[config.mk]
export PLATFORM = sky130hd
export DESIGN_NAME = stt_framer
export DESIGN_NICKNAME = d
export VERILOG_FILES = /design/src/rtl/stt_pkg.sv /design/src/rtl/stt_framer.sv
export SDC_FILE = /design/constraint.sdc
export NUM_CORES = 1
export LEC_CHECK = 0
export BUFFER_PORTS_ARGS = -buffer_cell sky130_fd_sc_hd__buf_4
export CAP_MARGIN = 15
export CELL_PAD_IN_SITES_DETAIL_PLACEMENT = 0
export CELL_PAD_IN_SITES_GLOBAL_PLACEMENT = 1
export CORE_MARGIN = 5
export CORE_UTILIZATION = 40
export CTS_CLUSTER_SIZE = 12
export DETAILED_ROUTE_END_ITERATION = 12
export GPL_ROUTABILITY_DRIVEN = 1
export PLACE_DENSITY = 0.67
export SYNTH_ARGS = -nofsm -noshare
export SYNTH_HDL_FRONTEND = slang
export SYNTH_SLANG_ARGS = --single-unit
[constraint.sdc]
create_clock -name clk_i -period 4.3 [get_ports clk_i]
set_clock_uncertainty 0.1 [all_clocks]
set_input_delay 0 -clock clk_i [delete_from_list [all_inputs] [get_ports clk_i]]
set_output_delay 0 -clock clk_i [all_outputs]
set_load 0.01 [all_outputs]
[src/rtl/stt_pkg.sv]
// Purpose: shared constants and types for the STS-12 overhead framer
// Assumes: byte-interleaved STS-12, one byte per clock when valid
// Notes:   positions are row, column group and STS-1 index in the group
package stt_pkg;

  // ==========================================================================
  // frame geometry
  localparam int unsigned ROWS      = 9;
  localparam int unsigned GROUPS    = 90;
  localparam int unsigned STS_N     = 12;
  localparam int unsigned TOH_GRPS  = 3;
  localparam int unsigned FRAME_LEN = ROWS * GROUPS * STS_N; // 9720 bytes

  // ==========================================================================
  // counter limits at counter width
  localparam logic [3:0] ROW_LAST = 4'h8;
  localparam logic [6:0] GRP_LAST = 7'h59;
  localparam logic [3:0] STS_LAST = 4'hb;
  localparam logic [6:0] SOH_ROWS = 7'h03;

  // ==========================================================================
  // fixed overhead values and reset values
  localparam logic [7:0] A1_VAL    = 8'hf6;
  localparam logic [7:0] A2_VAL    = 8'h28;
  localparam logic [7:0] ZERO_BYTE = 8'h00;
  localparam logic [7:0] BIP_RST   = 8'h00;

  // ==========================================================================
  // overhead byte kinds
  typedef enum logic [3:0] {
    CAT_PAY,
    CAT_A1,
    CAT_A2,
    CAT_B1,
    CAT_B1Z,
    CAT_H3,
    CAT_B2,
    CAT_K,
    CAT_S1,
    CAT_M0,
    CAT_TOH
  } stt_cat_e;

  // one stream byte with its frame marker
  typedef struct packed {
    logic [7:0] data;
    logic       mark;
  } stt_byte_s;

  // stream position
  typedef struct packed {
    logic [3:0] row;
    logic [6:0] grp;
    logic [3:0] sts;
  } stt_pos_s;

endpackage

[src/rtl/stt_framer.sv]
// Purpose: transmit transparent overhead framer and receive overhead strip
// Assumes: fabric byte stream already frame aligned to the frame pulse
// Notes:   serial overhead port, scrambler and pointer mover live elsewhere
`timescale 1ns/1ps

// Notes on behaviour
// - every A1 slot carries f6, every A2 slot carries 28.
// - section parity of one frame goes to next frame B1, first STS-1.
// - B1 overwritten, the eleven bytes after it forced to zero.
// - H3 passes through; zero without justification, extra byte otherwise.
// - B2 is even BIP-8 over line bytes, per STS-1, next frame.
// - S1 only in first STS-1, status code in bits 5 to 8.
// - M0 bits 5 to 8 carry the line remote error count.
// - transmit only touches framing, parity, S1 and M0 bytes, rest forwarded.
// - receive removes overhead bytes from the payload stream.
// - receive presents regenerated framing bytes to the fabric.
// - receive K1/K2 pass through or are zeroed by a control input.
// - serial overhead block runs on its own 25 to 106 MHz clock.
// - transparent mode forwards all other bytes unchanged.
// - A1 and A2 always regenerated whatever the input holds.
// - bytes go out row by row, left to right, MSB first.
module stt_framer (
  // clock and reset
  input  logic              clk_i,
  input  logic              rstn_i,
  // transmit stream in, mark is the system frame pulse
  input  stt_pkg::stt_byte_s tx_in_i,
  input  logic              tx_in_valid_i,
  output logic              tx_in_ready_o,
  // transmit stream out, mark flags the first A1 byte
  output stt_pkg::stt_byte_s tx_out_o,
  output logic              tx_out_valid_o,
  input  logic              tx_out_ready_i,
  // transmit overhead control
  input  logic              sync_status_en_i,
  input  logic [3:0]        sync_status_i,
  input  logic              line_rei_en_i,
  input  logic [3:0]        line_rei_i,
  // receive stream in, mark is the receive frame start
  input  stt_pkg::stt_byte_s rx_in_i,
  input  logic              rx_in_valid_i,
  input  logic              rx_k_zero_i,
  // receive stream out, mark flags a payload byte
  output stt_pkg::stt_byte_s rx_out_o,
  output logic              rx_out_valid_o
);
  import stt_pkg::*;

  // ==========================================================================
  // helpers

  // kind of byte at a given position, shared by both directions
  function automatic stt_cat_e pos_cat(input stt_pos_s p);
    stt_cat_e c;
    c = CAT_PAY;
    if (p.grp < 7'(TOH_GRPS))
    begin
      c = CAT_TOH;
      unique case (p.row)
        4'h0:
          if (p.grp == 7'h0)
            c = CAT_A1;
          else if (p.grp == 7'h1)
            c = CAT_A2;
        4'h1:
          if (p.grp == 7'h0)
            c = (p.sts == 4'h0) ? CAT_B1 : CAT_B1Z;
        4'h3:
          if (p.grp == 7'h2)
            c = CAT_H3;
        4'h4:
          if (p.grp == 7'h0)
            c = CAT_B2;
          else
            c = CAT_K;
        4'h8:
          if (p.sts == 4'h0 && p.grp == 7'h0)
            c = CAT_S1;
          else if (p.sts == 4'h0 && p.grp == 7'h1)
            c = CAT_M0;
        default:
          c = CAT_TOH;
      endcase
    end
    return c;
  endfunction

  // next position, sts fastest, then group, then row
  function automatic stt_pos_s pos_step(input stt_pos_s p);
    stt_pos_s n;
    n = p;
    if (p.sts != STS_LAST)
      n.sts = p.sts + 4'h1;
    else
    begin
      n.sts = 4'h0;
      if (p.grp != GRP_LAST)
        n.grp = p.grp + 7'h1;
      else
      begin
        n.grp = 7'h0;
        n.row = (p.row == ROW_LAST) ? 4'h0 : p.row + 4'h1;
      end
    end
    return n;
  endfunction

  function automatic logic pos_last(input stt_pos_s p);
    return p.row == ROW_LAST && p.grp == GRP_LAST && p.sts == STS_LAST;
  endfunction

  // ==========================================================================
  // transmit position tracking

  stt_pos_s     tx_pos;
  stt_pos_s     tx_cur;
  stt_cat_e     tx_cat;
  logic         tx_push;
  logic         tx_first;
  logic         tx_last;
  logic         tx_line;
  stt_byte_s    next_tx;

  assign tx_push  = tx_in_valid_i && tx_in_ready_o;
  assign tx_cur   = tx_in_i.mark ? stt_pos_s'('0) : tx_pos;
  assign tx_cat   = pos_cat(tx_cur);
  assign tx_first = tx_cur == stt_pos_s'('0);
  assign tx_last  = pos_last(tx_cur);
  // line parity skips only the section overhead bytes, groups 0 to 2 of rows 0 to 2
  assign tx_line  = !(tx_cur.grp < 7'(TOH_GRPS) &&
                      {3'h0, tx_cur.row} < SOH_ROWS);

  // the pulse pins the byte it comes with to the first A1 slot
  always_ff @(posedge clk_i or negedge rstn_i)
  begin
    if (!rstn_i)
      tx_pos <= '0;
    else if (tx_push)
      tx_pos <= pos_step(tx_cur);
  end

  // ==========================================================================
  // parity accumulators

  logic [7:0]   b1_acc;
  logic [7:0]   b1_prev;
  logic [7:0]   b2_acc  [STS_N];
  logic [7:0]   b2_prev [STS_N];

  // section parity over every byte as sent; restarts at each frame start
  always_ff @(posedge clk_i or negedge rstn_i)
  begin
    if (!rstn_i)
    begin
      b1_acc  <= BIP_RST;
      b1_prev <= BIP_RST;
    end
    else if (tx_push)
    begin
      b1_acc <= (tx_first ? BIP_RST : b1_acc) ^ next_tx.data;
      if (tx_last)
        b1_prev <= b1_acc ^ next_tx.data;
    end
  end

  // one line parity per STS-1, selected by the interleave index
  genvar gi;
  generate
    for (gi = 0; gi < STS_N; gi++)
    begin : g_b2
      logic sel;
      assign sel = tx_cur.sts == 4'(gi);
      always_ff @(posedge clk_i or negedge rstn_i)
      begin
        if (!rstn_i)
        begin
          b2_acc[gi]  <= BIP_RST;
          b2_prev[gi] <= BIP_RST;
        end
        else if (tx_push)
        begin
          if (tx_first)
            b2_acc[gi] <= BIP_RST;
          else if (sel && tx_line)
            b2_acc[gi] <= b2_acc[gi] ^ next_tx.data;
          if (tx_last)
            b2_prev[gi] <= b2_acc[gi] ^
              ((sel && tx_line) ? next_tx.data : ZERO_BYTE);
        end
      end
    end
  endgenerate

  // ==========================================================================
  // transmit byte rewrite; only framing, parity, S1 and M0 slots are changed

  always_comb
  begin
    next_tx.data = tx_in_i.data;
    next_tx.mark = tx_first;
    unique case (tx_cat)
      CAT_A1:  next_tx.data = A1_VAL;
      CAT_A2:  next_tx.data = A2_VAL;
      CAT_B1:  next_tx.data = b1_prev;
      CAT_B1Z: next_tx.data = ZERO_BYTE;
      CAT_B2:  next_tx.data = b2_prev[tx_cur.sts];
      CAT_S1:
        if (sync_status_en_i)
          next_tx.data = {tx_in_i.data[7:4], sync_status_i};
      CAT_M0:
        if (line_rei_en_i)
          next_tx.data = {tx_in_i.data[7:4], line_rei_i};
      // H3 is the fabric's: zero, or the extra byte on negative justify
      CAT_H3:  next_tx.data = tx_in_i.data;
      default: next_tx.data = tx_in_i.data;
    endcase
  end

  // ==========================================================================
  // two-entry output buffer; a stall parks one word in the spare slot

  stt_byte_s    skid;
  logic         skid_valid;

  // ready is registered: it drops in the cycle the spare slot fills,
  // so no push is ever offered while the spare is occupied
  always_ff @(posedge clk_i or negedge rstn_i)
  begin
    if (!rstn_i)
    begin
      tx_out_o       <= '0;
      tx_out_valid_o <= 1'b0;
      skid           <= '0;
      skid_valid     <= 1'b0;
      tx_in_ready_o  <= 1'b1;
    end
    else if (!tx_out_valid_o || tx_out_ready_i)
    begin
      // head is free: refill from spare first so order holds
      tx_out_valid_o <= skid_valid || tx_push;
      tx_out_o       <= skid_valid ? skid : next_tx;
      skid_valid     <= 1'b0;
      tx_in_ready_o  <= 1'b1;
    end
    else if (tx_push)
    begin
      skid          <= next_tx;
      skid_valid    <= 1'b1;
      tx_in_ready_o <= 1'b0;
    end
  end

  // ==========================================================================
  // receive path: overhead removed, framing regenerated

  stt_pos_s     rx_pos;
  stt_pos_s     rx_cur;
  stt_cat_e     rx_cat;

  assign rx_cur = rx_in_i.mark ? stt_pos_s'('0) : rx_pos;
  assign rx_cat = pos_cat(rx_cur);

  always_ff @(posedge clk_i or negedge rstn_i)
  begin
    if (!rstn_i)
      rx_pos <= '0;
    else if (rx_in_valid_i)
      rx_pos <= pos_step(rx_cur);
  end

  // one cycle of latency; mark out says the byte is payload
  always_ff @(posedge clk_i or negedge rstn_i)
  begin
    if (!rstn_i)
    begin
      rx_out_o       <= '0;
      rx_out_valid_o <= 1'b0;
    end
    else
    begin
      rx_out_valid_o <= rx_in_valid_i;
      rx_out_o.mark  <= rx_cat == CAT_PAY;
      unique case (rx_cat)
        CAT_PAY: rx_out_o.data <= rx_in_i.data;
        CAT_A1:  rx_out_o.data <= A1_VAL;
        CAT_A2:  rx_out_o.data <= A2_VAL;
        // H3 must reach the pointer mover untouched; H1 and H2 go out as zero
        CAT_H3:  rx_out_o.data <= rx_in_i.data;
        CAT_K:
          rx_out_o.data <= rx_k_zero_i ? ZERO_BYTE : rx_in_i.data;
        default: rx_out_o.data <= ZERO_BYTE;
      endcase
    end
  end

  // ==========================================================================
  // checks

  AST_A1_VALUE: assert property (@(posedge clk_i) disable iff (!rstn_i)
    tx_push && tx_in_i.mark |-> next_tx.data == A1_VAL && next_tx.mark)
    else $error("first byte after frame pulse is not A1");

  AST_A2_VALUE: assert property (@(posedge clk_i) disable iff (!rstn_i)
    tx_push && tx_cat == CAT_A2 |-> next_tx.data == A2_VAL)
    else $error("A2 slot not regenerated");

  AST_B1_ZERO: assert property (@(posedge clk_i) disable iff (!rstn_i)
    tx_push && tx_cur.row == 4'h1 && tx_cur.grp == 7'h0 &&
      tx_cur.sts != 4'h0 |-> next_tx.data == ZERO_BYTE)
    else $error("byte after B1 not zero");

  AST_B1_LATCH: assert property (@(posedge clk_i) disable iff (!rstn_i)
    tx_push && tx_last
      |=> b1_prev == ($past(b1_acc) ^ $past(next_tx.data)))
    else $error("section parity not carried to next frame");

  AST_B1_SLOT: assert property (@(posedge clk_i) disable iff (!rstn_i)
    tx_push && tx_cur.row == 4'h1 && tx_cur.grp == 7'h0 &&
      tx_cur.sts == 4'h0 |-> next_tx.data == b1_prev)
    else $error("B1 slot does not hold previous parity");

  AST_PASS: assert property (@(posedge clk_i) disable iff (!rstn_i)
    tx_push && tx_cat inside {CAT_PAY, CAT_TOH, CAT_K, CAT_H3}
      |-> next_tx.data == tx_in_i.data)
    else $error("transparent byte altered");

  AST_HOLD: assert property (@(posedge clk_i) disable iff (!rstn_i)
    tx_out_valid_o && !tx_out_ready_i |=> tx_out_valid_o && $stable(tx_out_o))
    else $error("stalled output word changed");

  AST_RX_K: assert property (@(posedge clk_i) disable iff (!rstn_i)
    rx_in_valid_i && rx_cat == CAT_K && rx_k_zero_i
      |=> rx_out_valid_o && rx_out_o.data == ZERO_BYTE && !rx_out_o.mark)
    else $error("receive K byte not zeroed");

  AST_RX_A1: assert property (@(posedge clk_i) disable iff (!rstn_i)
    rx_in_valid_i && rx_in_i.mark |=> rx_out_o.data == A1_VAL)
    else $error("receive A1 not regenerated");

  AST_RX_PAY: assert property (@(posedge clk_i) disable iff (!rstn_i)
    rx_in_valid_i && rx_cat == CAT_PAY
      |=> rx_out_o.mark && rx_out_o.data == $past(rx_in_i.data))
    else $error("receive payload byte not copied");

endmodule

==> reports/qor.csv <==
stage,metric,value,unit
clocking,clock_latency,0.54,ns
clocking,cts.htree.levels,2,
floorplanning,die_h,202,µm
cells_and_area,drive_gt1_frac,0.129,
clocking,cts_buffer_depth,3,
cells_and_area,diodes,0,
critical_path,cpPeakStageDelay,0.78,ns
logic_synthesis,synth_xor_area_frac,0.0267,
sta,fmax,239,MHz
global_route,grt_first_pass_wirelength,74500,µm
global_route,grtUsageMet3,0.0300,
hold_path,min-delay-start,tx_in_i[1],
global_route,grt_pass1_vias,12380,
sta,hold_violations,0,
logic_synthesis,avgSynthCellArea,8.65,µm²
floorplanning,core-area,36500,µm²
critical_path,arrival,4.56,ns
logic_synthesis,synth_compound_area_frac,0.206,
run_status,status,"complete, no violations",
drt,vias,12984,
cells_and_area,layout_commonest_cell,nand2_1,
drt,drtIter0Drc,1037,
power_and_ir_drop,peakVddDrop,0.326,mV
global_route,antenna_found_initial,0,
logic_synthesis,synth_fp_nets,1763,
critical_path,start_kind,primary input,
placement,gp_congestion,0.865,
logic_synthesis,ys_ff_latch,269,
sta,setup_tns,0,ns
clocking,cts-buffers-inserted,34,
drt,wl_per_cell,21.2,µm
placement,place_area,15900,µm²
global_route,grt_start_max_net_pins,119,
logic_synthesis,synthArstFlopShare,1.00,
clocking,numClockSinks,269,
power_and_ir_drop,powerDensity,438,nW/µm²
drt,routed_wl,47700,µm
power_and_ir_drop,total_power,7.59,mW
logic_synthesis,synthMuxAreaShare,0.0278,
drt,drtPass1Iterations,5,
logic_synthesis,yosysSeqAreaShare,0.455,
critical_path,path_class,primary input to flop,
global_route,grt_use_met2,0.354,
logic_synthesis,synth_top_area_cell,dfrtp_1,
sta,period_minus_slack,4.19,ns
drt,postRouteAntennaNets,0,
floorplanning,start_util,0.405,
floorplanning,num_rows,70,
global_route,track_usage,0.229,
logic_synthesis,synthCells,1710,
critical_path,path_cells,dlygate4sd3_1 -> buf_4 -> inv_1 -> nand2_1 -> ha_1 -> nor2b_1 -> a221oi_2 -> a211oi_2 -> or2_1 -> a2111oi_0 -> a211o_1 -> o21ai_2 -> buf_4 -> or4_1 -> nand2_1,
global_route,overflow,0,
critical_path,worst-path-max-fanout,26,
logic_synthesis,synth_edf_count,0,
drt,drc,0,
global_route,grt-busiest-layer,met2,
clocking,cts-root-buf,clkbuf_16,
sta,slew_violations,0,
global_route,globalRouteMet1Util,0.336,
logic_synthesis,ys_types,86,
power_and_ir_drop,leakage,7.77,nW
floorplanning,ios,55,
sta,final-setup-viol-count,0,
logic_synthesis,synth_top_family_by_area,simple AND/OR/NAND/NOR gates,
floorplanning,die_w,202,µm
critical_path,crit-reg2reg-launch,tx_pos[12],
logic_synthesis,synthFlopType,dfrtp_1,
sta,fin_crit_sh,0.974,
drt,vias_per_cell,5.76,
cells_and_area,fin_nets,1815,
floorplanning,dieArea,40900,µm²
critical_path,worstPathRequired,4.67,ns
sta,relSlewSlack,0.100,
placement,dp_hpwl,31000,µm
critical_path,startpoint,tx_in_i[0],
logic_synthesis,synth_warnings,0,
cells_and_area,area_delta_synth_final,17.0,%
clocking,cts_tree,done,
sta,hold_ws,0.0553,ns
logic_synthesis,synth_area,14800,µm²
logic_synthesis,synth_top_area_frac,0.454,
cells_and_area,final_cell_mix,"nand2_1, dfrtp_1, o21ai_0, buf_4, a21oi_1",
clocking,clk_pin_slew_worst_paths,0.06,ns
flow_run,maxCapViolCount,0,
logic_synthesis,synthAdderAreaFrac,0.0168,
placement,io_buffers,54,
critical_path,cp_slowest_cell,a2111oi_0,
critical_path,critPathCaptureType,flop,
logic_synthesis,synth_simple_gate_area_frac,0.223,
logic_synthesis,synthTopCellsByArea,"dfrtp_1, nand2_1, o21ai_0, a21oi_1, o211ai_1",
hold_path,hold_class,primary input to flop,
sta,worst_pin_slew,1.34,ns
cells_and_area,final_area,17300,µm²
-- through the flow --
stage	instances	util	setup WS, ns
2_1_floorplan	1710	-	0.451
3_3_place_gp	2163	0.434	0.279
3_5_place_dp	2163	0.434	0.181
4_1_cts	2249	0.472	0.165
5_1_grt	2253	0.474	-0.00908
6_report	2253	0.474	0.111
-- cell usage after synthesis (18+ instances only) --
cell      instances
nor3_1           21
o21ai_0         149
ha_1             19
nand2_1         386
a21oi_1          99
nor2b_1          25
or4_1            42
buf_2            35
dfrtp_1         268
mux2i_1          22
and3_1           18
o211ai_1         55
xor2_1           30
or3_1            25
nand3_1          40
inv_1            33
clkbuf_1         86
o22ai_1          18
nor2_1           77
-- area by class of cell --
cell class	count	area, µm²
timing repair buffer	144	1240
sequential	269	6730
tap	468	586
multi-input combinational	1280	7510
clock inverter	7	60.1
clock buffer	52	1040
inverter	33	124
fill	3541	19200
-- power by group --
| part | total (mW) | switching (mW) | internal [mW] |
|---|---|---|---|
| registers | 3.09 | 0.248 | 2.84 |
| clock network | 2.86 | 1.13 | 1.73 |
| logic | 1.64 | 0.994 | 0.641 |
| total | 7.59 | 2.38 | 5.21 |
-- flip-flops by register name (all words and copies together), names as in the netlist --
| name | flops |
|---|---|
| b2_acc | 96 |
| b2_prev | 96 |
| rx_pos | 15 |
| tx_pos | 15 |
| rx_out_o | 9 |
| skid | 9 |
| tx_out_o | 9 |
| b1_acc | 8 |
| b1_prev | 8 |
| rx_out_valid_o | 1 |
| skid_valid | 1 |
| tx_in_ready_o | 1 |
| tx_out_valid_o | 1 |
-- final timing paths --
kind                          endpoint  slack [ns]  depth (start not counted)
max                          b2_acc[3]        0.11                         15
min                         b2_acc[88]        0.06                          5
max reg2reg                  b2_acc[3]        0.21                         12
min reg2reg                b2_prev[79]        0.36                          2
max in group asynchronous  b2_prev[36]        2.98                          3
min in group asynchronous  b2_prev[13]        0.09                          2
-- kinds of logic (layout without fill, tap and decap cells) --
logic type / after synthesis / count (layout)
AO/OA/AOI/OAI: 473 / 474
XOR/XNOR: 45 / 45
adder cells (fa/ha/maj): 20 / 20
buffers and inverters: 162 / 236
flip-flops: 269 / 269
multiplexers: 38 / 38
AND/OR/NAND/NOR: 703 / 703
-- what timing repair did --
| action | in CTS | in global routing |
|---|---|---|
| hold buffers | 27 | 0 |
| endpoints found under the hold margin | 166 | 0 |
| setup endpoints to repair | 0 | 21 |
| setup buffers | 0 | 3 |
| resized for setup | 0 | 6 |
-- worst max-delay path: cells and delay by family --
kind                       cells  cell delay (ns)
AOI/OAI and AO/OA              5             1.65
and+or+nand+nor                5             1.36
adders and majority gates      1             0.35
buffers and inverters          4             1.17
-- layer usage --
layer  vias up  share of wire
met5         -              0
li1       6193              -
met1      6370           0.47
met3        68          0.054
met4         0          0.027
met2       353           0.45
No activity file was read; power rests on OpenSTA's default activity.
